===== config.mk =====
export PLATFORM = sky130hd
export DESIGN_NAME = qpt_top
export DESIGN_NICKNAME = d
export VERILOG_FILES = /design/src/inc/qpt_pkg.sv /design/src/rtl/qpt_top.sv /design/src/rtl/qpt_pin_filter.sv
export SDC_FILE = /design/constraint.sdc
export NUM_CORES = 1
export LEC_CHECK = 0
export ABC_AREA = 1
export ABC_CLOCK_PERIOD_IN_PS = 3800
export BUFFER_PORTS_ARGS = -buffer_cell sky130_fd_sc_hd__clkbuf_2
export CELL_PAD_IN_SITES_DETAIL_PLACEMENT = 1
export CELL_PAD_IN_SITES_GLOBAL_PLACEMENT = 2
export CORE_MARGIN = 2
export CORE_UTILIZATION = 30
export DETAILED_ROUTE_END_ITERATION = 7
export GPL_TIMING_DRIVEN = 0
export PLACE_DENSITY_LB_ADDON = 0.1
export REMOVE_ABC_BUFFERS = 1
export SYNTH_ARGS = -nofsm -noshare
export SYNTH_HDL_FRONTEND = slang
export SYNTH_SLANG_ARGS = --single-unit
export TNS_END_PERCENT = 30

===== constraint.sdc =====
create_clock -name clk_in -period 3.8 [get_ports clk_in]
set_input_delay 0.38 -clock clk_in [delete_from_list [all_inputs] [get_ports clk_in]]
set_output_delay 0.38 -clock clk_in [all_outputs]
set_load 0.02 [all_outputs]

===== src/inc/qpt_pkg.sv =====
// package: constants and types shared by the quad pcm port files
package qpt_pkg;
    localparam int unsigned NCH         = 4;
    localparam int unsigned BYTE_BITS   = 8;
    localparam int unsigned WORD_BITS   = 32;
    localparam int unsigned STABLE_MCLK = 16;
    // register word indices; byte address is four times the index
    localparam logic [3:0] REG_TXD0   = 4'h0;
    localparam logic [3:0] REG_RXD0   = 4'h4;
    localparam logic [3:0] REG_DCLVL  = 4'h8;
    localparam logic [3:0] REG_STATUS = 4'h9;
    // status field positions
    localparam int unsigned ST_PWR  = 0;
    localparam int unsigned ST_FMT  = 4;
    localparam int unsigned ST_WORD = 5;
    localparam int unsigned ST_TM   = 8;
    // values after reset
    localparam logic [7:0] TXD_RST   = 8'hff;
    localparam logic [7:0] DCLVL_RST = 8'h00;
    localparam logic [7:0] RXB_RST   = 8'h00;
    // test function of one channel
    typedef enum logic [1:0] {
        QPT_NORMAL = 2'h0,
        QPT_DLOOP  = 2'h1,
        QPT_ALOOP  = 2'h2,
        QPT_DCCONV = 2'h3
    } qpt_test_t;
    // single-channel codes, {powerdown_ch1, powerdown_ch0}
    localparam logic [1:0] SC_ALL    = 2'h0;
    localparam logic [1:0] SC_DLOOP  = 2'h3;
    localparam logic [1:0] SC_ALOOP  = 2'h2;
    localparam logic [1:0] SC_DCCONV = 2'h1;
    // all-channel codes, {powerdown_ch3, powerdown_ch2}
    localparam logic [1:0] AC_DLOOP  = 2'h0;
    localparam logic [1:0] AC_ALOOP  = 2'h2;
    localparam logic [1:0] AC_DCCONV = 2'h1;
endpackage


===== src/rtl/qpt_top.sv =====
// top: quad pcm serial port, test-mode decoder and avalon registers
//
// The Avalon-MM slave port and the register offsets are this design's own decisions.
`timescale 1ns/1ns
// Operation
// [RULE1] byte mode: each channel moves its bytes on its own syncs
// [RULE2] master uses one sync format, short or long, on every channel
// [RULE3] master makes short syncs one bit clock wide
// [RULE4] short tx: sync seen on fall, sign on next rise, off at ninth
// [RULE5] short rx: sync seen on fall, sign and seven bits on next falls
// [RULE6] long tx: sync three bits; start at later of edges, off at ninth
// [RULE7] long rx: after sync rise capture eight bits msb first on falls
// [RULE8] word mode: one channel-0 sync pulse moves a 32-bit word
// [RULE9] word mode: 32 captures on falls, transmit ch0 to ch3 on rises
// [RULE10] word mode: channel-1 sync pins give one-bit carry in last bit
// [RULE11] word mode: powered-down slot stays off, its byte dropped
// [RULE12] loopbacks and dc conversion, for one channel or all four
// [RULE13] test and powerdown pins stable 16 bit clocks before use
// [RULE14] in test, powerdown pins no longer change power state
// [RULE15] controller restores powerdown pins when leaving a test
// [RULE16] test acts only on channels already powered up
// [RULE17] test low: normal; high: pins 0,1 pick single-channel mode
// [RULE18] pins 0,1 low: pins 2,3 pick all-channel mode or invalid
// [RULE19] single-channel: pin 2 low select bit, pin 3 high bit
// [RULE20] digital loopback returns received byte, output held mid, low z
// [RULE21] analog loopback routes receive back to transmit, output high z
// [RULE22] dc conversion sends dc level, transmit filter bypassed
// [RULE23] format pin low selects byte mode, high word mode
// [RULE24] powerdown high 16 clocks: down; low 16 plus a sync: up
// [RULE25] transmit on rises, receive on falls, msb first
// [RULE26] channels not selected for test keep normal transfer
module qpt_top #(
    parameter int unsigned STABLE_MCLK = qpt_pkg::STABLE_MCLK
)(
    input  wire logic        clk_in,
    input  wire logic        rst_b_in,
    input  wire logic        mclk_in,
    input  wire logic [3:0]  tx_frame_sync_in,
    input  wire logic [3:0]  rx_frame_sync_in,
    input  wire logic        serial_rx_in,
    input  wire logic        bus_format_select_in,
    input  wire logic        test_select_in,
    input  wire logic [3:0]  channel_powerdown_in,
    output logic             serial_tx_out,
    output logic             serial_tx_oe_out,
    output logic             tx_sync_carry_out,
    output logic             tx_sync_carry_oe_out,
    output logic             rx_sync_carry_out,
    output logic             rx_sync_carry_oe_out,
    output logic [3:0]       power_up_down_state_out,
    output logic [3:0]       analog_mid_out,
    output logic [3:0]       analog_hiz_out,
    output logic [3:0]       tx_filter_bypass_out,
    input  wire logic [3:0]  avs_address_in,
    input  wire logic        avs_read_in,
    input  wire logic        avs_write_in,
    input  wire logic [31:0] avs_writedata_in,
    input  wire logic [3:0]  avs_byteenable_in,
    output logic [31:0]      avs_readdata_out,
    output logic             avs_waitrequest_out
);

    logic [10:0]        pin_s;
    logic               mclk_s;
    logic               dr_s;
    logic               word_s;
    logic [3:0]         fsx_s;
    logic [3:0]         fsr_s;
    logic               mclk_q;
    logic               rise;
    logic               fall;
    logic [3:0]         fsx_p_q;
    logic [3:0]         fsr_p_q;
    logic [3:0]         fsx_f_q;
    logic [3:0]         fsr_f_q;
    logic [3:0]         ch_en;
    logic [3:0]         xs;
    logic [3:0]         rs;
    logic [1:0]         fw_q [4];
    logic [1:0]         fw_d [4];
    logic               fmt_long_q;
    logic               fmt_long_d;
    logic [4:0]         tp_st;
    logic               tp_ok;
    logic               tst_on;
    logic [3:0]         channel_powerdown;
    logic [3:0]         pwr_q;
    logic [3:0]         pwr_d;
    logic [3:0]         fs_ev;
    logic [3:0]         sel;
    qpt_pkg::qpt_test_t mode;
    qpt_pkg::qpt_test_t tm_q [4];
    qpt_pkg::qpt_test_t tm_d [4];
    logic [7:0]         src [4];
    logic [4:0]         lastb;
    logic [3:0]         xa_q;
    logic [3:0]         xa_d;
    logic [3:0]         xo_q;
    logic [3:0]         xo_d;
    logic [4:0]         xi_q [4];
    logic [4:0]         xi_d [4];
    logic [7:0]         xl_q [4];
    logic [7:0]         xl_d [4];
    logic [1:0]         sl;
    logic               dx_d;
    logic               oe_d;
    logic               xc_d;
    logic               rc_d;
    logic [3:0]         ra_q;
    logic [3:0]         ra_d;
    logic [4:0]         ri_q [4];
    logic [4:0]         ri_d [4];
    logic [7:0]         rsr_q [4];
    logic [7:0]         rsr_d [4];
    logic [7:0]         rxb_q [4];
    logic [7:0]         rxb_d [4];
    logic [7:0]         txd_q [4];
    logic [7:0]         txd_d [4];
    logic [7:0]         dc_q;
    logic [7:0]         dc_d;
    logic               req;
    logic               ack_q;
    logic               ack_d;
    logic [31:0]        rd_d;

    // every pin passes two flops; equal delay keeps edges aligned
    qpt_pin_filter #(.WIDTH(11), .STABLE(STABLE_MCLK)) u_pins (
        .clk_in(clk_in), .rst_b_in(rst_b_in), .tick_in(1'b0),
        .pins_in({bus_format_select_in, serial_rx_in, rx_frame_sync_in,
                  tx_frame_sync_in, mclk_in}),
        .sync_out(pin_s), .stable_out(), .settled_out());

    // test and powerdown levels count bit-clock rises before acting
    qpt_pin_filter #(.WIDTH(5), .STABLE(STABLE_MCLK)) u_test (
        .clk_in(clk_in), .rst_b_in(rst_b_in), .tick_in(rise),
        .pins_in({test_select_in, channel_powerdown_in}),
        .sync_out(), .stable_out(tp_st), .settled_out(tp_ok)); // [RULE13]

    // pin fields and bit-clock edges
    assign mclk_s = pin_s[0];
    assign fsx_s  = pin_s[4:1];
    assign fsr_s  = pin_s[8:5];
    assign dr_s   = pin_s[9];
    assign word_s = pin_s[10];                  // [RULE23]
    assign rise   = mclk_s & ~mclk_q;           // [RULE25]
    assign fall   = ~mclk_s & mclk_q;
    assign tst_on = tp_st[4];
    assign channel_powerdown    = tp_st[3:0];
    assign ch_en  = word_s ? 4'h1 : 4'hf;       // [RULE8]
    assign lastb  = word_s ? 5'(qpt_pkg::WORD_BITS - 1) : 5'(qpt_pkg::BYTE_BITS - 1);

    // frame starts: short syncs sampled on falls, long ones on their rise
    always_comb
    begin
        for (int c = 0; c < 4; c++)
        begin
            if (fmt_long_q)
            begin
                xs[c] = ch_en[c] & fsx_s[c] & ~fsx_p_q[c];          // [RULE6]
                rs[c] = ch_en[c] & fsr_s[c] & ~fsr_p_q[c];          // [RULE7]
            end
            else
            begin
                xs[c] = ch_en[c] & fall & fsx_s[c] & ~fsx_f_q[c];   // [RULE4]
                rs[c] = ch_en[c] & fall & fsr_s[c] & ~fsr_f_q[c];   // [RULE5]
            end
        end
    end

    // sync width in falls decides the common format for the next frame
    always_comb
    begin
        fmt_long_d = fmt_long_q;
        for (int c = 0; c < 4; c++)
        begin
            fw_d[c] = fw_q[c];
            if (fall)
                fw_d[c] = fsx_s[c] ? ((fw_q[c] == 2'h3) ? 2'h3 : fw_q[c] + 2'h1) : 2'h0;
            if (ch_en[c] && fsx_p_q[c] && !fsx_s[c])
                fmt_long_d = (fw_q[c] >= 2'h2);                     // [RULE2]
        end
    end

    // power state and test decode; pins are frozen out while testing
    always_comb
    begin
        pwr_d = pwr_q;
        sel   = 4'h0;
        mode  = qpt_pkg::QPT_NORMAL;
        for (int c = 0; c < 4; c++)
        begin
            fs_ev[c] = word_s ? (xs[0] | rs[0]) : (xs[c] | rs[c]);
            if (tp_ok && !tst_on)                                   // [RULE14]
            begin
                if (channel_powerdown[c])
                    pwr_d[c] = 1'b0;                                // [RULE24]
                else if (fs_ev[c])
                    pwr_d[c] = 1'b1;                                // [RULE24]
            end
        end
        if (tst_on && channel_powerdown[1:0] != qpt_pkg::SC_ALL)
        begin
            sel = 4'(4'h1 << channel_powerdown[3:2]);                             // [RULE19]
            unique case (channel_powerdown[1:0])                                  // [RULE17]
                qpt_pkg::SC_DLOOP: mode = qpt_pkg::QPT_DLOOP;
                qpt_pkg::SC_ALOOP: mode = qpt_pkg::QPT_ALOOP;
                default:           mode = qpt_pkg::QPT_DCCONV;
            endcase
        end
        else if (tst_on)
        begin
            sel = 4'hf;
            unique case (channel_powerdown[3:2])                                  // [RULE18]
                qpt_pkg::AC_DLOOP:  mode = qpt_pkg::QPT_DLOOP;
                qpt_pkg::AC_ALOOP:  mode = qpt_pkg::QPT_ALOOP;
                qpt_pkg::AC_DCCONV: mode = qpt_pkg::QPT_DCCONV;
                default:            sel  = 4'h0;
            endcase
        end
        for (int c = 0; c < 4; c++)
            tm_d[c] = (sel[c] && pwr_q[c]) ? mode : qpt_pkg::QPT_NORMAL; // [RULE12] [RULE16] [RULE26]
    end

    // transmit byte source per channel; loopbacks reuse the last received byte
    always_comb
    begin
        for (int c = 0; c < 4; c++)
        begin
            unique case (tm_q[c])
                qpt_pkg::QPT_DLOOP:  src[c] = rxb_q[c];             // [RULE20]
                qpt_pkg::QPT_ALOOP:  src[c] = rxb_q[c];             // [RULE21]
                qpt_pkg::QPT_DCCONV: src[c] = dc_q;                 // [RULE22]
                qpt_pkg::QPT_NORMAL: src[c] = txd_q[c];
            endcase
        end
    end

    // transmit engines: arm on a sync, drive from the next rise (at once for a long sync after the rise), off after last
    always_comb
    begin
        xa_d = xa_q;
        xo_d = xo_q;
        xi_d = xi_q;
        xl_d = xl_q;
        for (int c = 0; c < 4; c++)
        begin
            if (xs[c])
            begin
                if (word_s)
                    xl_d = src;
                else
                    xl_d[c] = src[c];                               // [RULE1]
                // long sync after the clock rose: start at once
                xa_d[c] = !(fmt_long_q && mclk_s);                  // [RULE6]
                xo_d[c] = fmt_long_q && mclk_s;
                xi_d[c] = 5'h0;
            end
            else if (rise && xa_q[c])
            begin
                xa_d[c] = 1'b0;                                     // [RULE4]
                xo_d[c] = 1'b1;
            end
            else if (rise && xo_q[c])
            begin
                if (xi_q[c] == lastb)
                    xo_d[c] = 1'b0;                                 // [RULE4] [RULE6]
                else
                    xi_d[c] = xi_q[c] + 5'h1;                       // [RULE9]
            end
        end
    end

    // pin drive, msb first; a powered-down slot keeps the line released
    always_comb
    begin
        dx_d = 1'b0;
        oe_d = 1'b0;
        sl   = xi_q[0][4:3];
        if (word_s)
        begin
            dx_d = xl_q[sl][~xi_q[0][2:0]];                         // [RULE9] [RULE25]
            oe_d = xo_q[0] & pwr_q[sl];                             // [RULE11]
        end
        else
        begin
            for (int c = 0; c < 4; c++)
            begin
                if (xo_q[c] && pwr_q[c])
                begin
                    dx_d = xl_q[c][~xi_q[c][2:0]];
                    oe_d = 1'b1;
                end
            end
        end
        // carries run whatever the power state, so a chain never stalls
        xc_d = word_s & xo_q[0] & (xi_q[0] == lastb);              // [RULE10] [RULE11]
        rc_d = word_s & ra_q[0] & (ri_q[0] == lastb);              // [RULE10]
    end

    // receive engines: capture on falls after the sync, store whole bytes
    always_comb
    begin
        ra_d  = ra_q;
        ri_d  = ri_q;
        rsr_d = rsr_q;
        rxb_d = rxb_q;
        for (int c = 0; c < 4; c++)
        begin
            if (rs[c])
            begin
                ra_d[c] = 1'b1;                                     // [RULE5] [RULE7]
                ri_d[c] = 5'h0;
            end
            else if (fall && ra_q[c])
            begin
                rsr_d[c] = {rsr_q[c][6:0], dr_s};                   // [RULE25]
                if (ri_q[c][2:0] == 3'h7 && word_s && pwr_q[ri_q[c][4:3]])
                    rxb_d[ri_q[c][4:3]] = {rsr_q[c][6:0], dr_s};    // [RULE9] [RULE11]
                else if (ri_q[c][2:0] == 3'h7 && !word_s && pwr_q[c])
                    rxb_d[c] = {rsr_q[c][6:0], dr_s};               // [RULE1] [RULE7]
                if (ri_q[c] == lastb)
                    ra_d[c] = 1'b0;
                else
                    ri_d[c] = ri_q[c] + 5'h1;
            end
        end
    end

    // avalon slave: one wait state, read data registered during it
    assign req = avs_read_in | avs_write_in;
    assign avs_waitrequest_out = req & ~ack_q;
    always_comb
    begin
        ack_d = req & ~ack_q;
        txd_d = txd_q;
        dc_d  = dc_q;
        rd_d  = 32'h0;
        if (avs_write_in && ack_q && avs_byteenable_in[0])
        begin
            if (avs_address_in < qpt_pkg::REG_RXD0)
                txd_d[avs_address_in[1:0]] = avs_writedata_in[7:0];
            else if (avs_address_in == qpt_pkg::REG_DCLVL)
                dc_d = avs_writedata_in[7:0];
        end
        if (avs_address_in < qpt_pkg::REG_RXD0)
            rd_d[7:0] = txd_q[avs_address_in[1:0]];
        else if (avs_address_in < qpt_pkg::REG_DCLVL)
            rd_d[7:0] = rxb_q[avs_address_in[1:0]];
        else if (avs_address_in == qpt_pkg::REG_DCLVL)
            rd_d[7:0] = dc_q;
        else if (avs_address_in == qpt_pkg::REG_STATUS)
        begin
            rd_d[qpt_pkg::ST_PWR +: 4] = pwr_q;
            rd_d[qpt_pkg::ST_FMT]      = fmt_long_q;
            rd_d[qpt_pkg::ST_WORD]     = word_s;
            for (int c = 0; c < 4; c++)
                rd_d[qpt_pkg::ST_TM + 2 * c +: 2] = tm_q[c];
        end
    end

    // analog-side controls follow the registered test function; high z also follows the power state
    always_comb
    begin
        for (int c = 0; c < 4; c++)
        begin
            analog_mid_out[c] = tm_q[c] == qpt_pkg::QPT_DLOOP
                             || tm_q[c] == qpt_pkg::QPT_ALOOP;      // [RULE20] [RULE21]
            analog_hiz_out[c] = !pwr_q[c] || tm_q[c] == qpt_pkg::QPT_ALOOP; // [RULE21]
            tx_filter_bypass_out[c] = tm_q[c] == qpt_pkg::QPT_DCCONV;        // [RULE22]
        end
    end
    assign power_up_down_state_out = pwr_q;
    assign tx_sync_carry_oe_out    = word_s;                        // [RULE10]
    assign rx_sync_carry_oe_out    = word_s;

    // all state registers
    always_ff @(posedge clk_in or negedge rst_b_in)
    begin
        if (!rst_b_in)
        begin
            mclk_q            <= 1'b0;
            fsx_p_q           <= 4'h0;
            fsr_p_q           <= 4'h0;
            fsx_f_q           <= 4'h0;
            fsr_f_q           <= 4'h0;
            fw_q              <= '{default: 2'h0};
            fmt_long_q        <= 1'b0;
            pwr_q             <= 4'h0;
            tm_q              <= '{default: qpt_pkg::QPT_NORMAL};
            xa_q              <= 4'h0;
            xo_q              <= 4'h0;
            xi_q              <= '{default: 5'h0};
            xl_q              <= '{default: 8'h00};
            ra_q              <= 4'h0;
            ri_q              <= '{default: 5'h0};
            rsr_q             <= '{default: 8'h00};
            rxb_q             <= '{default: qpt_pkg::RXB_RST};
            txd_q             <= '{default: qpt_pkg::TXD_RST};
            dc_q              <= qpt_pkg::DCLVL_RST;
            ack_q             <= 1'b0;
            avs_readdata_out  <= 32'h0;
            serial_tx_out     <= 1'b0;
            serial_tx_oe_out  <= 1'b0;
            tx_sync_carry_out <= 1'b0;
            rx_sync_carry_out <= 1'b0;
        end
        else
        begin
            mclk_q            <= mclk_s;
            fsx_p_q           <= fsx_s;
            fsr_p_q           <= fsr_s;
            fsx_f_q           <= fall ? fsx_s : fsx_f_q;
            fsr_f_q           <= fall ? fsr_s : fsr_f_q;
            fw_q              <= fw_d;
            fmt_long_q        <= fmt_long_d;
            pwr_q             <= pwr_d;
            tm_q              <= tm_d;
            xa_q              <= xa_d;
            xo_q              <= xo_d;
            xi_q              <= xi_d;
            xl_q              <= xl_d;
            ra_q              <= ra_d;
            ri_q              <= ri_d;
            rsr_q             <= rsr_d;
            rxb_q             <= rxb_d;
            txd_q             <= txd_d;
            dc_q              <= dc_d;
            ack_q             <= ack_d;
            avs_readdata_out  <= rd_d;
            serial_tx_out     <= dx_d;
            serial_tx_oe_out  <= oe_d;
            tx_sync_carry_out <= xc_d;
            rx_sync_carry_out <= rc_d;
        end
    end
endmodule


===== src/rtl/qpt_pin_filter.sv =====
// pin synchroniser with a stability filter counted in bit-clock ticks
`timescale 1ns/1ns
module qpt_pin_filter #(
    parameter int unsigned WIDTH  = 1,
    parameter int unsigned STABLE = qpt_pkg::STABLE_MCLK
)(
    input  wire logic             clk_in,
    input  wire logic             rst_b_in,
    input  wire logic [WIDTH-1:0] pins_in,
    input  wire logic             tick_in,
    output logic      [WIDTH-1:0] sync_out,
    output logic      [WIDTH-1:0] stable_out,
    output logic                  settled_out
);
    localparam int unsigned   CW   = $clog2(STABLE + 1);
    localparam logic [CW-1:0] CMAX = CW'(STABLE);

    logic [WIDTH-1:0] meta_q;
    logic [WIDTH-1:0] sync_q;
    logic [WIDTH-1:0] last_q;
    logic [WIDTH-1:0] stab_q;
    logic [WIDTH-1:0] stab_d;
    logic [CW-1:0]    cnt_q;
    logic [CW-1:0]    cnt_d;

    // any change restarts the count; the held value moves only when quiet
    always_comb
    begin
        cnt_d  = cnt_q;
        stab_d = stab_q;
        if (sync_q != last_q)
            cnt_d = '0;
        else if (tick_in && cnt_q != CMAX)
            cnt_d = cnt_q + 1'b1;
        if (cnt_q == CMAX && sync_q == last_q)
            stab_d = sync_q;
    end

    // meta_q feeds sync_q and nothing else
    always_ff @(posedge clk_in or negedge rst_b_in)
    begin
        if (!rst_b_in)
        begin
            meta_q <= '0;
            sync_q <= '0;
            last_q <= '0;
            stab_q <= '0;
            cnt_q  <= '0;
        end
        else
        begin
            meta_q <= pins_in;
            sync_q <= meta_q;
            last_q <= sync_q;
            stab_q <= stab_d;
            cnt_q  <= cnt_d;
        end
    end

    assign sync_out    = sync_q;
    assign stable_out  = stab_q;
    assign settled_out = (cnt_q == CMAX);
endmodule


* Word-level counts from Yosys, hierarchy flattened
Cells that the tools add are included.
** Storage, ports and cells
- Register bits :: 290
- Input bits :: 60
- Output and inout bits :: 55
- Logic and storage cells :: 592
** Operators by class
- $add $sub $neg :: 13
- $lt $le $gt $ge :: 26
- Eq/ne operators :: 50
- Shifts and indexed selects :: 1
- Mux-type cells :: 209
- Bitwise logic cells :: 83
- Reduce and logical (&&, ||, !) cells :: 142
** Operators by type and width (number)
- two-way mux 32 bit :: 12
- two-way mux 8 bit :: 29
- bitwise mux 32 bit :: 5
- two-way mux 5 bit :: 31
- two-way mux 24 bit :: 4
- one-hot mux 8 bit (3 select lines) :: 4
- demux 8 bit (select 2 bit) :: 5
- two-way mux 1 bit :: 79
- two-way mux 16 bit :: 4
- logical AND 1 bit :: 56
- binary-select mux 8 bit (select 2 bit) :: 3
- adder 5 x 1 -> 5 bit (second input constant) :: 9
- equality test 5 bit :: 9
- bitwise AND 1 bit :: 44
- nonzero test 2 bit :: 22
- AND reduction 2 bit :: 21
- equality test 2 bit (second input constant) :: 15
- two-way mux 2 bit :: 15
- != test 2 bit (second input constant) :: 12
- NOT 1 bit :: 24
- nonzero test 3 bit :: 8
- >= comparator 3 bit (second input constant) :: 6
- NOT 2 -> 3 bit :: 6
- < comparator 3 x 4 -> 1 bit (second input constant) :: 4
- 28 further kinds :: 97

* Depth between registers and ports, before layout
Gate-level depths: netlist of run 1.
- Word-level depth :: 21
- Depth in mapped cells :: 15
- Gate-level depth less buffers :: 15

* Hierarchy
From an unflattened synthesis of run 1, not the netlist that was laid out.
** Second synthesis, totals
- Cell total of the unflattened synthesis :: 2033
- Area total of the unflattened synthesis :: 16465.8 sq um
** By module, submodules not included
- qpt_top :: instances 1, cells an instance 1761, area each 13675.6 sq um, sequential area each 6120.9 sq um
- qpt_pin_filter at u_pins :: instances 1, cells an instance 162, area each 1773.0 sq um, sequential area each 1226.2 sq um
- qpt_pin_filter at u_test :: instances 1, cells an instance 110, area each 1017.2 sq um, sequential area each 625.6 sq um

* Worst setup path after synthesis of run 1
OpenSTA, ideal clock, no wires.
- Path type :: flip-flop to flip-flop
- Start :: register u_pins.sync_q[10], in the netlist u_pins.sync_out[10]
- End :: register rxb_q[16] (netlist name)
- Setup time :: 0.123 ns
- Arrival :: 1.673 ns
- Required time :: 3.677 ns
- Setup slack :: 2.004 ns
- Stages on the path, launching flop included :: 10
- Path buffers :: 2
- Period minus slack after synthesis :: 1.796 ns
- Cell sequence :: dfrtp_1 -> buf_4 -> buf_6 -> nand2_1 -> a21oi_1 -> nand3_2 -> nand3_2 -> o21ai_0 -> o21ai_0 -> nand2_1
** RTL lines
- from (decl) :: RTL line qpt_pin_filter.sv:19 : logic [WIDTH-1:0] sync_q;
- from (signal assigned) :: RTL line qpt_pin_filter.sv:53 : sync_q <= meta_q;
- to (signal assigned) :: RTL line qpt_top.sv:425 : rxb_q <= rxb_d;
- to (decl) :: RTL line qpt_top.sv:115 : logic [7:0] rxb_q [4];

==> summary.txt, run 1 <==
Outcome
  – Status: complete, no violations

Critical path
  – Crit path DAT: 3.68 ns
  – Req. time, crit path: around 4.3 ns
  – CP peak stage delay: 0.89 ns
  – Critical path's top delay family: simple AND/OR/NAND/NOR gates
  – CP max FO: 27
  – Critical Path Most Common Cell: nand3_1
  – Register-to-register setup slack: 0.57 ns
  – Worst R2R End: rxb_q[18]
  – RR Startpoint: u_pins.sync_out[10]
  – R2r worst-path depth: 8
  – Kind of critical path: reg2reg
  – Crit path buf inv count: 1
  – Slowest CP cell: dfrtp_2
  – CP cell instances: inv_2 -> nand3_1 -> nand2_1 -> a21oi_2 -> nand3_2 -> nand3_1 -> nand3_1 -> a21oi_1
  – Worst setup SP type: flop
  – CP endpoint kind: flop

Hold path
  – Hold Startpoint: avs_read_in
  – Min-Delay Endpoint: ack_q
  – Worst hold path type: in2reg
  – Hold path depth: 3

Synth
  – Top post-synthesis cells by area: dfrtp_1, nand2_1, o21ai_0
  – Compound-Gate Fraction of Synth Area: 0.156
  – Cells after Synth: 1,957
  – Synth unique cells: 57
  – Yosys reg bits: 290
  – Xor and xnor area share after synthesis: 0.00628
  – Synth warn: 0
  – Synth Area in Simple Gates: 0.245
  – Post-synthesis sequential area ratio: 0.476
  – Largest area contributor in the netlist: dfrtp_1
  – Syn_area_per_cell: 7.84 µm²
  – Synth top cells by count: nand2_1, dfrtp_1, inv_1
  – Synthesized cell area: around 15,000 µm²
  – Top-count cell post-synth: nand2_1
  – Post-Synth Adder-Cell Area: 0.0253
  – Post-synth top flop: dfrtp_1
  – Mux share of post-synthesis cell area: 0
  – Combinational family with the most area after synthesis: simple AND/OR/NAND/NOR gates
  – EDFF count, synth: 0
  – Share of the synthesized area in the top cell type: 0.421
  – Async SR Flop Fraction: 1.00

Timing
  – Clock skew: about 0.020 ns
  – Final hold slack: 0.0758 ns
  – Final Hold Fails: 0
  – Minimum clock period: 3.23 ns
  – Final period utilization: 0.849
  – Fmax: 0.310 GHz
  – Slew headroom: 0.119
  – Endpoints failing setup: 0
  – Worst-Margin Slew: 1.32 ns
  – RSZ-0062 raised after global routing: no
  – Fin. max-slew vios: 0

GRT
  – Vias in the first global route: 14.0k
  – Met1 Track Usage GR: 0.294
  – Pin count of the biggest net entering global routing: about 110
  – Met2 Use GR: 0.351
  – Gr ovfl total: 0
  – Most Crowded Layer GR: met2
  – Initial antenna violation count: 0
  – Overall Global Routing Usage: 0.213
  – First-pass GRT wire length: 86,200 µm
  – M3 GR Usage: 0.0252

Pwr
  – Pwr dens: 545 nW/µm²
  – Leak: about 8.3 nW
  – Power, Total: 9.58 mW
  – VDD IR-drop max: 277 µV

Drt
  – DRT Pass-1 Iters: 4
  – Vias post-DR: between 10k and 15k
  – Final WL: 55,400 µm
  – DRC Markers: 0
  – Drt via density: roughly 5
  – Routed len/inst: between 20 and 25 µm
  – Routed Antenna Nets: 0
  – Drt initial violations: 714

Cells and area
  – Filler Cell Count: 6,115
  – Share of cells above drive strength 1: 0.110
  – Post-route insts no fill: 2,729
  – Layout overhead on the synthesized area: 14.7%
  – Final core occ: 0.350
  – Final net count: 2,120

Placed design
  – Buffers on Ports: 71
  – HPWL Detailed: 42,100 µm
  – RD Place Congestion: 0.838
  – Cells after DPL: 2,645

CTS
  – Clk_lat worst skew: 0.57 ns
  – Clock Path Buffers: 3
  – Clock edge transition at the registers on the reported setup and hold paths: 0.06 ns
  – CTS tree: done
  – Root Buffer: clkbuf_16
  – Clk sinks: 290
  – Post-CTS resize count: 0
  – H-tree depth: 2
  – # Post-CTS Setup Buffers: 0
  – CTS buffer count: 37

Floorplan
  – Initial core utilization: 0.305
  – Io pins: 115
  – Row count: 82
  – Die X: 230 µm
  – Core Box Area: 50,300 µm²
  – Die H: 230 µm
  – Die area: 53,000 µm²

Job
  – MaxCap Viol Count: 0
[power by group]
part | switching, mW | internal [mW] | leakage, nW
logic | 1.17 | 0.595 | 4.02
registers | 0.640 | 3.67 | 3.65
clock network | 1.44 | 2.06 | 0.584
[placed cells by master, fill, tap and decap left out, types with 16 or more instances in the layout]
master           n
ha_1            31
dfrtp_1        257
clkbuf_2        70
inv_1          233
dfstp_2         32
nor3_1          23
o211ai_1        19
nor2_1         164
a21oi_1        110
clkbuf_16       37
conb_1          16
nand2_1        496
o22ai_1         25
o21ai_0        216
dlygate4sd3_1   17
nand4_1         23
nand3_1        115
inv_2           16
[through the flow]
step / setup TNS [ns] / instance area, µm² / worst slack [ns]
6_report: 0 / 17600 / 0.574
5_1_grt: 0 / 17600 / 0.427
4_1_cts: 0 / 17600 / 0.552
3_5_place_dp: 0 / 16200 / 0.561
3_3_place_gp: -1206.62 / 16100 / -4.45
2_1_floorplan: 0 / 14900 / 1.28
[sequential cells by signal (all words and copies together) (netlist names), 5 cells and up]
register	cells
rxb_q	32
txd_q	32
xl_q	32
rsr_q	28
ri_q	20
xi_q	18
avs_readdata_out	16
u_pins.meta_q	11
u_pins.sync_out	11
dc_q	8
fw_q	8
tm_q	8
u_test.cnt_q	5
u_test.last_q	5
u_test.meta_q	5
u_test.stable_out	5
u_test.sync_out	5
[metal layers]
layer | vias to the layer above | part of all wire
li1 | 6496 | -
met2 | 168 | 0.46
met5 | - | 0
met4 | 0 | 0.025
met3 | 69 | 0.027
met1 | 6649 | 0.48
[cells by family (layout without fill, tap and decap cells)]
| kind of cell | Yosys count | in the layout |
|---|---|---|
| AO/OA/AOI/OAI | 429 | 429 |
| XOR/XNOR | 11 | 11 |
| adder cells (fa/ha/maj) | 31 | 31 |
| buffers and inverters | 324 | 407 |
| flip-flops | 290 | 290 |
| other | 1 | 18 |
| AND/OR/NAND/NOR | 871 | 871 |
[worst min-delay path: cells and delay by family]
kind	cells	cell delay [ns]
simple gates	2	0.14
buf+inv	1	0.08
[how the worst max path moves through the flow]
stage                     cells past startpoint  slack (ns)                 from   endpoint
after floorplan                               9        1.28  u_pins.sync_out[10]  rxb_q[25]
after global placement                        1       -4.45             rst_b_in  rsr_q[12]
after detailed placement                      8        0.56  u_pins.sync_out[10]  rxb_q[18]
after CTS                                     8        0.55  u_pins.sync_out[10]  rxb_q[18]
after global routing                          8        0.43  u_pins.sync_out[10]  rxb_q[18]
final                                         8        0.57  u_pins.sync_out[10]  rxb_q[18]
[layout make-up]
cell class	instances	area [µm²]	area share
clock buffer	52	1040	0.0592
timing repair buffer	91	617	0.0351
inverter	251	950	0.0540
sequential	290	7300	0.415
clock inverter	13	144	0.00818
multi-input combinational	1358	6700	0.381
antenna	2	5.00	0.000284
tap	672	841	0.0478
[repair_timing]
item                                    CTS  global route
hold endpoints to repair                 49             0
endpoints found under the setup margin    0             0
hold buffers                             17             0
(Power assumes the default switching activity.)
==> run 2, diff against run 1 <==
--- a/config.mk
+++ b/config.mk
@@ -5,8 +5,8 @@
 export SDC_FILE = /design/constraint.sdc
 export NUM_CORES = 1
 export LEC_CHECK = 0
-export ABC_AREA = 1
-export ABC_CLOCK_PERIOD_IN_PS = 3800
+export ABC_AREA = 0
+export ABC_CLOCK_PERIOD_IN_PS = 3300
 export BUFFER_PORTS_ARGS = -buffer_cell sky130_fd_sc_hd__clkbuf_2
 export CELL_PAD_IN_SITES_DETAIL_PLACEMENT = 1
 export CELL_PAD_IN_SITES_GLOBAL_PLACEMENT = 2
==> constraint.sdc (replaced) <==
create_clock -name clk_in -period 3.3 [get_ports clk_in]
set_input_delay 0.33 -clock clk_in [delete_from_list [all_inputs] [get_ports clk_in]]
set_output_delay 0.33 -clock clk_in [all_outputs]
set_load 0.02 [all_outputs]
==> summary.txt, run 2 <==
Outcome
  – Status: complete, no violations

Drt
  – Drt via density: 5.25
  – Routed len/inst: between 20 and 25 µm
  – DRC Markers: 0
  – DRT Pass-1 Iters: 5
  – Drt initial violations: 595
  – Final WL: 48,500 µm
  – Routed Antenna Nets: 0
  – Vias post-DR: 10.9k

CTS
  – Clk sinks: 290
  – # Post-CTS Setup Buffers: 0
  – Clock edge transition at the registers on the reported setup and hold paths: about 0.060 ns
  – Root Buffer: clkbuf_16
  – H-tree depth: 2
  – CTS tree: done
  – Clk_lat worst skew: 0.55 ns
  – Clock Path Buffers: 3
  – CTS buffer count: 38

Synth
  – Cells after Synth: 1,374
  – Synthesized cell area: 14,700 µm²
  – Synth top cells by count: dfrtp_1, nand2_1, o21ai_0
  – Synth unique cells: 67
  – Async SR Flop Fraction: 1.00
  – Largest area contributor in the netlist: dfrtp_1
  – Yosys reg bits: 290
  – Post-synthesis sequential area ratio: 0.496
  – Share of the synthesized area in the top cell type: 0.439
  – EDFF count, synth: 0
  – Top-count cell post-synth: dfrtp_1
  – Synth warn: 0
  – Post-synth top flop: dfrtp_1
  – Syn_area_per_cell: 10.7 µm²
  – Top post-synthesis cells by area: dfrtp_1, mux2_2, dfstp_2

Cells and area
  – Final core occ: 0.353
  – Layout overhead on the synthesized area: 16.7%
  – Commonest non-fill, non-tap cell in the layout: dfrtp_1
  – Largest regs: rxb_q: 32 flops, txd_q: 32 flops, xl_q: 32 flops
  – Finished Cell Area: 17,200 µm²
  – Most frequent cells in the layout: dfrtp_1, nand2_1, o21ai_0, nor2_1, mux2_2
  – Final net count: between 1.5k and 2k
  – Post-route insts no fill: about 2.1k
  – Share of cells above drive strength 1: 0.219
  – Filler Cell Count: 5,299

GRT
  – Vias in the first global route: 11.4k
  – First-pass GRT wire length: 73,900 µm
  – Met1 Track Usage GR: 0.270
  – Gr ovfl total: 0
  – Initial antenna violation count: 0
  – Most Crowded Layer GR: met2
  – Overall Global Routing Usage: 0.195
  – Met2 Use GR: 0.319
  – M3 GR Usage: 0.0297
  – Pin count of the biggest net entering global routing: 104

Pwr
  – Pwr dens: 632 nW/µm²
  – Leak: 7.31 nW
  – VDD IR-drop max: 352 µV

Job
  – MaxCap Viol Count: 0

Hold path
  – Hold path depth: 3
  – Hold Startpoint: avs_read_in
  – Min-Delay Endpoint: ack_q
  – Worst hold path type: in2reg

Floorplan
  – Core Box Area: 48,600 µm²
  – Die H: 225 µm
  – Io pins: between 100 and 150
  – Row count: 81
  – Initial core utilization: 0.302
  – Die area: 50,800 µm²
  – Die X: 225 µm

Timing
  – Fmax: 0.328 GHz
  – Final Hold Fails: 0
  – Endpoints failing setup: 0
  – Clock skew: about 0.015 ns
  – Setup TNS: 0 ns
  – Final period utilization: 0.924
  – Slew headroom: 0.246
  – RSZ-0062 raised after global routing: no
  – Worst-Margin Slew: approximately 1.1 ns
  – Minimum clock period: 3.05 ns
  – Post-route setup slack: 0.250 ns
  – Fin. max-slew vios: 0

Critical path
  – Kind of critical path: reg2reg
  – Req. time, crit path: 3.73 ns
  – RR Startpoint: power_up_down_state_out[3]
  – CP endpoint kind: flop
  – Worst setup SP type: flop
  – CP max FO: 12
  – R2r worst-path depth: 5
  – Crit path DAT: between 3 and 4 ns
  – Register-to-register setup slack: 0.25 ns
  – Worst R2R End: rxb_q[0]

Placed design
  – Dpl ws: -0.555 ns
  – Buffers on Ports: 71
  – Placement Cell Area: 15,700 µm²
  – RD Place Congestion: 0.796
  – Cells after DPL: 2,000
  – HPWL Detailed: 34,900 µm
run 2: metal layers:
metal | vias up | wire, µm | share of wire
met2 | 205 | 22900 | 0.47
met4 | 0 | 835 | 0.017
met5 | - | 0 | 0
met1 | 5637 | 22700 | 0.47
li1 | 5058 | - | -
met3 | 49 | 1980 | 0.041
run 2: power by group:
part	leakage [nW]	internal [mW]	total, mW	switching, mW
clock	0.635	2.64	4.28	1.63
sequential	3.69	4.18	4.98	0.797
combinational	2.99	0.781	1.58	0.799
run 2: what timing repair did:
action	in CTS	in global routing
hold endpoints to repair	49	0
setup endpoints to repair	16	37
hold buffers	17	0
resized for setup	2	3
run 2: kinds of logic after synthesis:
group | count (synthesis) | share of synthesized area
fa+ha+maj | 31 | 0.0264
compound gates | 303 | 0.133
simple gates | 423 | 0.143
mux | 151 | 0.137
buf+inv | 138 | 0.0413
xor+xnor | 37 | 0.0220
other cells | 1 | 0.000255
flops | 290 | 0.496
run 2: stage by stage:
| stage | total power [mW] | hold WS [ns] |
|---|---|---|
| after global placement | 6.54 | 0.333 |
| after global routing | 11.4 | 0.0585 |
| after CTS | 11.0 | 0.0287 |
| after floorplan | 5.85 | 0.0344 |
| final | 10.8 | 0.0582 |
| after detailed placement | 6.63 | 0.275 |
run 2: area by class of cell:
| cell class | count | area (µm²) | share of cell area |
|---|---|---|---|
| Tap cell | 622 | 778 | 0.0454 |
| Clock inverter | 11 | 139 | 0.00810 |
| Inverter | 47 | 176 | 0.0103 |
| Multi-Input combinational cell | 961 | 6910 | 0.403 |
| Sequential cell | 290 | 7300 | 0.426 |
| Clock buffer | 57 | 1150 | 0.0673 |
| Antenna cell | 1 | 2.50 | 0.000146 |
| Timing Repair Buffer | 97 | 693 | 0.0404 |
run 2: worst max-delay path by stage:
| stage | from | to | slack [ns] | cells past startpoint |
|---|---|---|---|---|
| floorplan | u_pins.sync_out[10] | rxb_q[8] | 0.25 | 5 |
| global placement | rst_b_in | u_pins.meta_q[10] | -4.88 | 1 |
| detailed placement | fmt_long_q | rxb_q[24] | -0.55 | 5 |
| CTS | u_pins.sync_out[0] | xl_q[7] | 0.03 | 5 |
| global route | power_up_down_state_out[3] | rxb_q[0] | 0.07 | 5 |
| finish | power_up_down_state_out[3] | rxb_q[0] | 0.25 | 5 |
run 2: critical path, cell delays in order (launching register included):
cell	delay, ns
dfrtp_1	0.94
nand2_1	0.20
a2111oi_2	0.91
a21oi_1	0.34
nand3_1	0.20
mux2_2	0.34
==> run 3, diff against run 2 <==
--- a/config.mk
+++ b/config.mk
@@ -5,7 +5,7 @@
 export SDC_FILE = /design/constraint.sdc
 export NUM_CORES = 1
 export LEC_CHECK = 0
-export ABC_AREA = 0
+export ABC_AREA = 1
 export ABC_CLOCK_PERIOD_IN_PS = 3300
 export BUFFER_PORTS_ARGS = -buffer_cell sky130_fd_sc_hd__clkbuf_2
 export CELL_PAD_IN_SITES_DETAIL_PLACEMENT = 1
==> summary.txt, run 3 (synthesis gave the netlist of run 1 again) <==
Cells and area
  – Share of cells above drive strength 1: 0.110
  – Register area: roughly 7300 µm²
  – Largest regs: rxb_q: 32 flops, txd_q: 32 flops, xl_q: 32 flops
  – Final net count: 2,121
  – Commonest non-fill, non-tap cell in the layout: nand2_1
  – Layout overhead on the synthesized area: 14.7%
  – Antenna cells: 0
  – Filler Cell Count: 6,119
  – Most frequent cells in the layout: nand2_1, dfrtp_1, inv_1, o21ai_0, nor2_1
  – Multi-input logic area: 6700 µm²
  – Finished Cell Area: approximately 18,000 µm²

Drt
  – DRC Markers: 0
  – Routed len/inst: 20.3 µm
  – Final WL: 55,500 µm
  – Vias post-DR: between 10k and 15k
  – Routed Antenna Nets: 0
  – Drt initial violations: about 750
  – DRT Pass-1 Iters: 5
  – Drt via density: ~4.9

CTS
  – Root Buffer: clkbuf_16
  – Clk sinks: 290
  – CTS buffer count: 37
  – H-tree depth: 2
  – CTS tree: done
  – Clock edge transition at the registers on the reported setup and hold paths: 0.06 ns
  – # Post-CTS Setup Buffers: 0
  – Clock Path Buffers: 3
  – Clk_lat worst skew: between 0.5 and 0.6 ns

Timing
  – Fmax: 0.333 GHz
  – RSZ-0062 raised after global routing: no
  – Post-route setup slack: 0.294 ns
  – Worst-Margin Slew: roughly 1.3 ns
  – Final period utilization: 0.911
  – Fin. max-slew vios: 0
  – Slew headroom: 0.117
  – Final hold slack: 0.0512 ns
  – Endpoints failing setup: 0
  – Clock skew: between 0.02 and 0.025 ns
  – Setup TNS: 0 ns
  – Final Hold Fails: 0
  – Minimum clock period: 3.01 ns

Placed design
  – HPWL Detailed: around 42,000 µm
  – Buffers on Ports: 71
  – Placement Cell Area: 16,200 µm²
  – Dpl ws: slightly above 0.06 ns
  – RD Place Congestion: 0.838

Floorplan
  – Initial core utilization: 0.305
  – Die X: 230 µm
  – Die H: 230 µm
  – Io pins: 115
  – Core Box Area: 50,300 µm²
  – Die area: 53,000 µm²
  – Row count: 82

Critical path
  – CP endpoint kind: flop
  – Crit path DAT: 3.51 ns
  – RR Startpoint: power_up_down_state_out[2]
  – Critical path origin: power_up_down_state_out[2]
  – Kind of critical path: reg2reg
  – Req. time, crit path: 3.80 ns
  – Worst setup SP type: flop
  – CP peak stage delay: 0.87 ns
  – CP cell instances: inv_1 -> nand2_1 -> nand2_1 -> nand2_1 -> nand3_1 -> nor2_1 -> nor2_1 -> nand2_1 -> nand2_1 -> nand3_1 -> nand2_1 -> inv_1
  – CP max FO: 12
  – Slowest CP cell: nor2_1
  – Critical Path Most Common Cell: nand2_1

Hold path
  – Worst hold path type: in2reg
  – Hold Startpoint: avs_write_in

Outcome
  – Status: complete, no violations

Pwr
  – VDD IR-drop max: 319 µV
  – Int Power: 7.28 mW
  – Sw Ratio: 0.340
  – NetSw: 3.75 mW
  – Clock share of power: 0.365
  – Power, Total: 11.0 mW
  – Pwr dens: 627 nW/µm²
  – Seq pwr share: 0.450
  – Combinational Power Share: 0.184
  – Leak: 8.26 nW

GRT
  – Initial antenna violation count: 0
  – Overall Global Routing Usage: 0.214
  – Gr ovfl total: 0
  – Vias in the first global route: about 14k
  – First-pass GRT wire length: 86,200 µm
  – Pin count of the biggest net entering global routing: approximately 110

Job
  – MaxCap Viol Count: 0
-- run 3: metal layers --
layer,global-route usage,part of all wire,vias to the layer above,routed length [µm]
met1,0.294,0.48,6671,26700
met5,0,0,-,0
li1,-,-,6500,-
met4,0.0639,0.026,0,1440
met3,0.0252,0.028,71,1530
met2,0.351,0.47,179,25800
-- run 3: power by group through the flow --
stage	clock [mW]	combinational (mW)	sequential [mW]
after global routing	4.29	2.37	5.07
final	4.03	2.04	4.97
after global placement	0	1.98	5.02
after CTS	4.16	2.08	4.98
after detailed placement	0	2.05	5.04
after floorplan	0	1.38	4.73
-- run 3: final timing paths --
path                                      endpoint  slack (ns)  cells past startpoint
max in group asynchronous                rsr_q[12]        1.90                      4
min in group asynchronous                 xi_q[14]        0.27                      2
worst max-delay path                      rxb_q[3]        0.29                     12
worst max register to register            rxb_q[3]        0.29                     12
worst min-delay path                         ack_q        0.05                      3
worst min register to register  u_test.sync_out[1]        0.35                      0
-- run 3: area by class of cell --
type,instances,share of cell area
multi-input cells,1358,0.380
clock buffers,52,0.0592
clock inverters,13,0.00818
repair buffers,92,0.0356
well taps,672,0.0478
inverters,251,0.0540
flip-flops and latches,290,0.415
-- run 3: metrics by stage --
step,std cells,util
2_1_floorplan,1899,-
3_3_place_gp,2642,0.321
3_5_place_dp,2645,0.323
4_1_cts,2728,0.350
5_1_grt,2728,0.350
6_report,2728,0.350
-- run 3: worst max-delay path, delay by kind of cell (launching register included) --
kind,cells,cell delay [ns]
buffers and inverters,2,0.37
flip-flops,1,0.75
AND/OR/NAND/NOR,10,1.80
-- run 3: timing repair --
action / CTS / global route
hold buffers: 18 / 0
setup endpoints to repair: 0 / 4
resized for setup: 0 / 1
hold endpoints to repair: 50 / 0
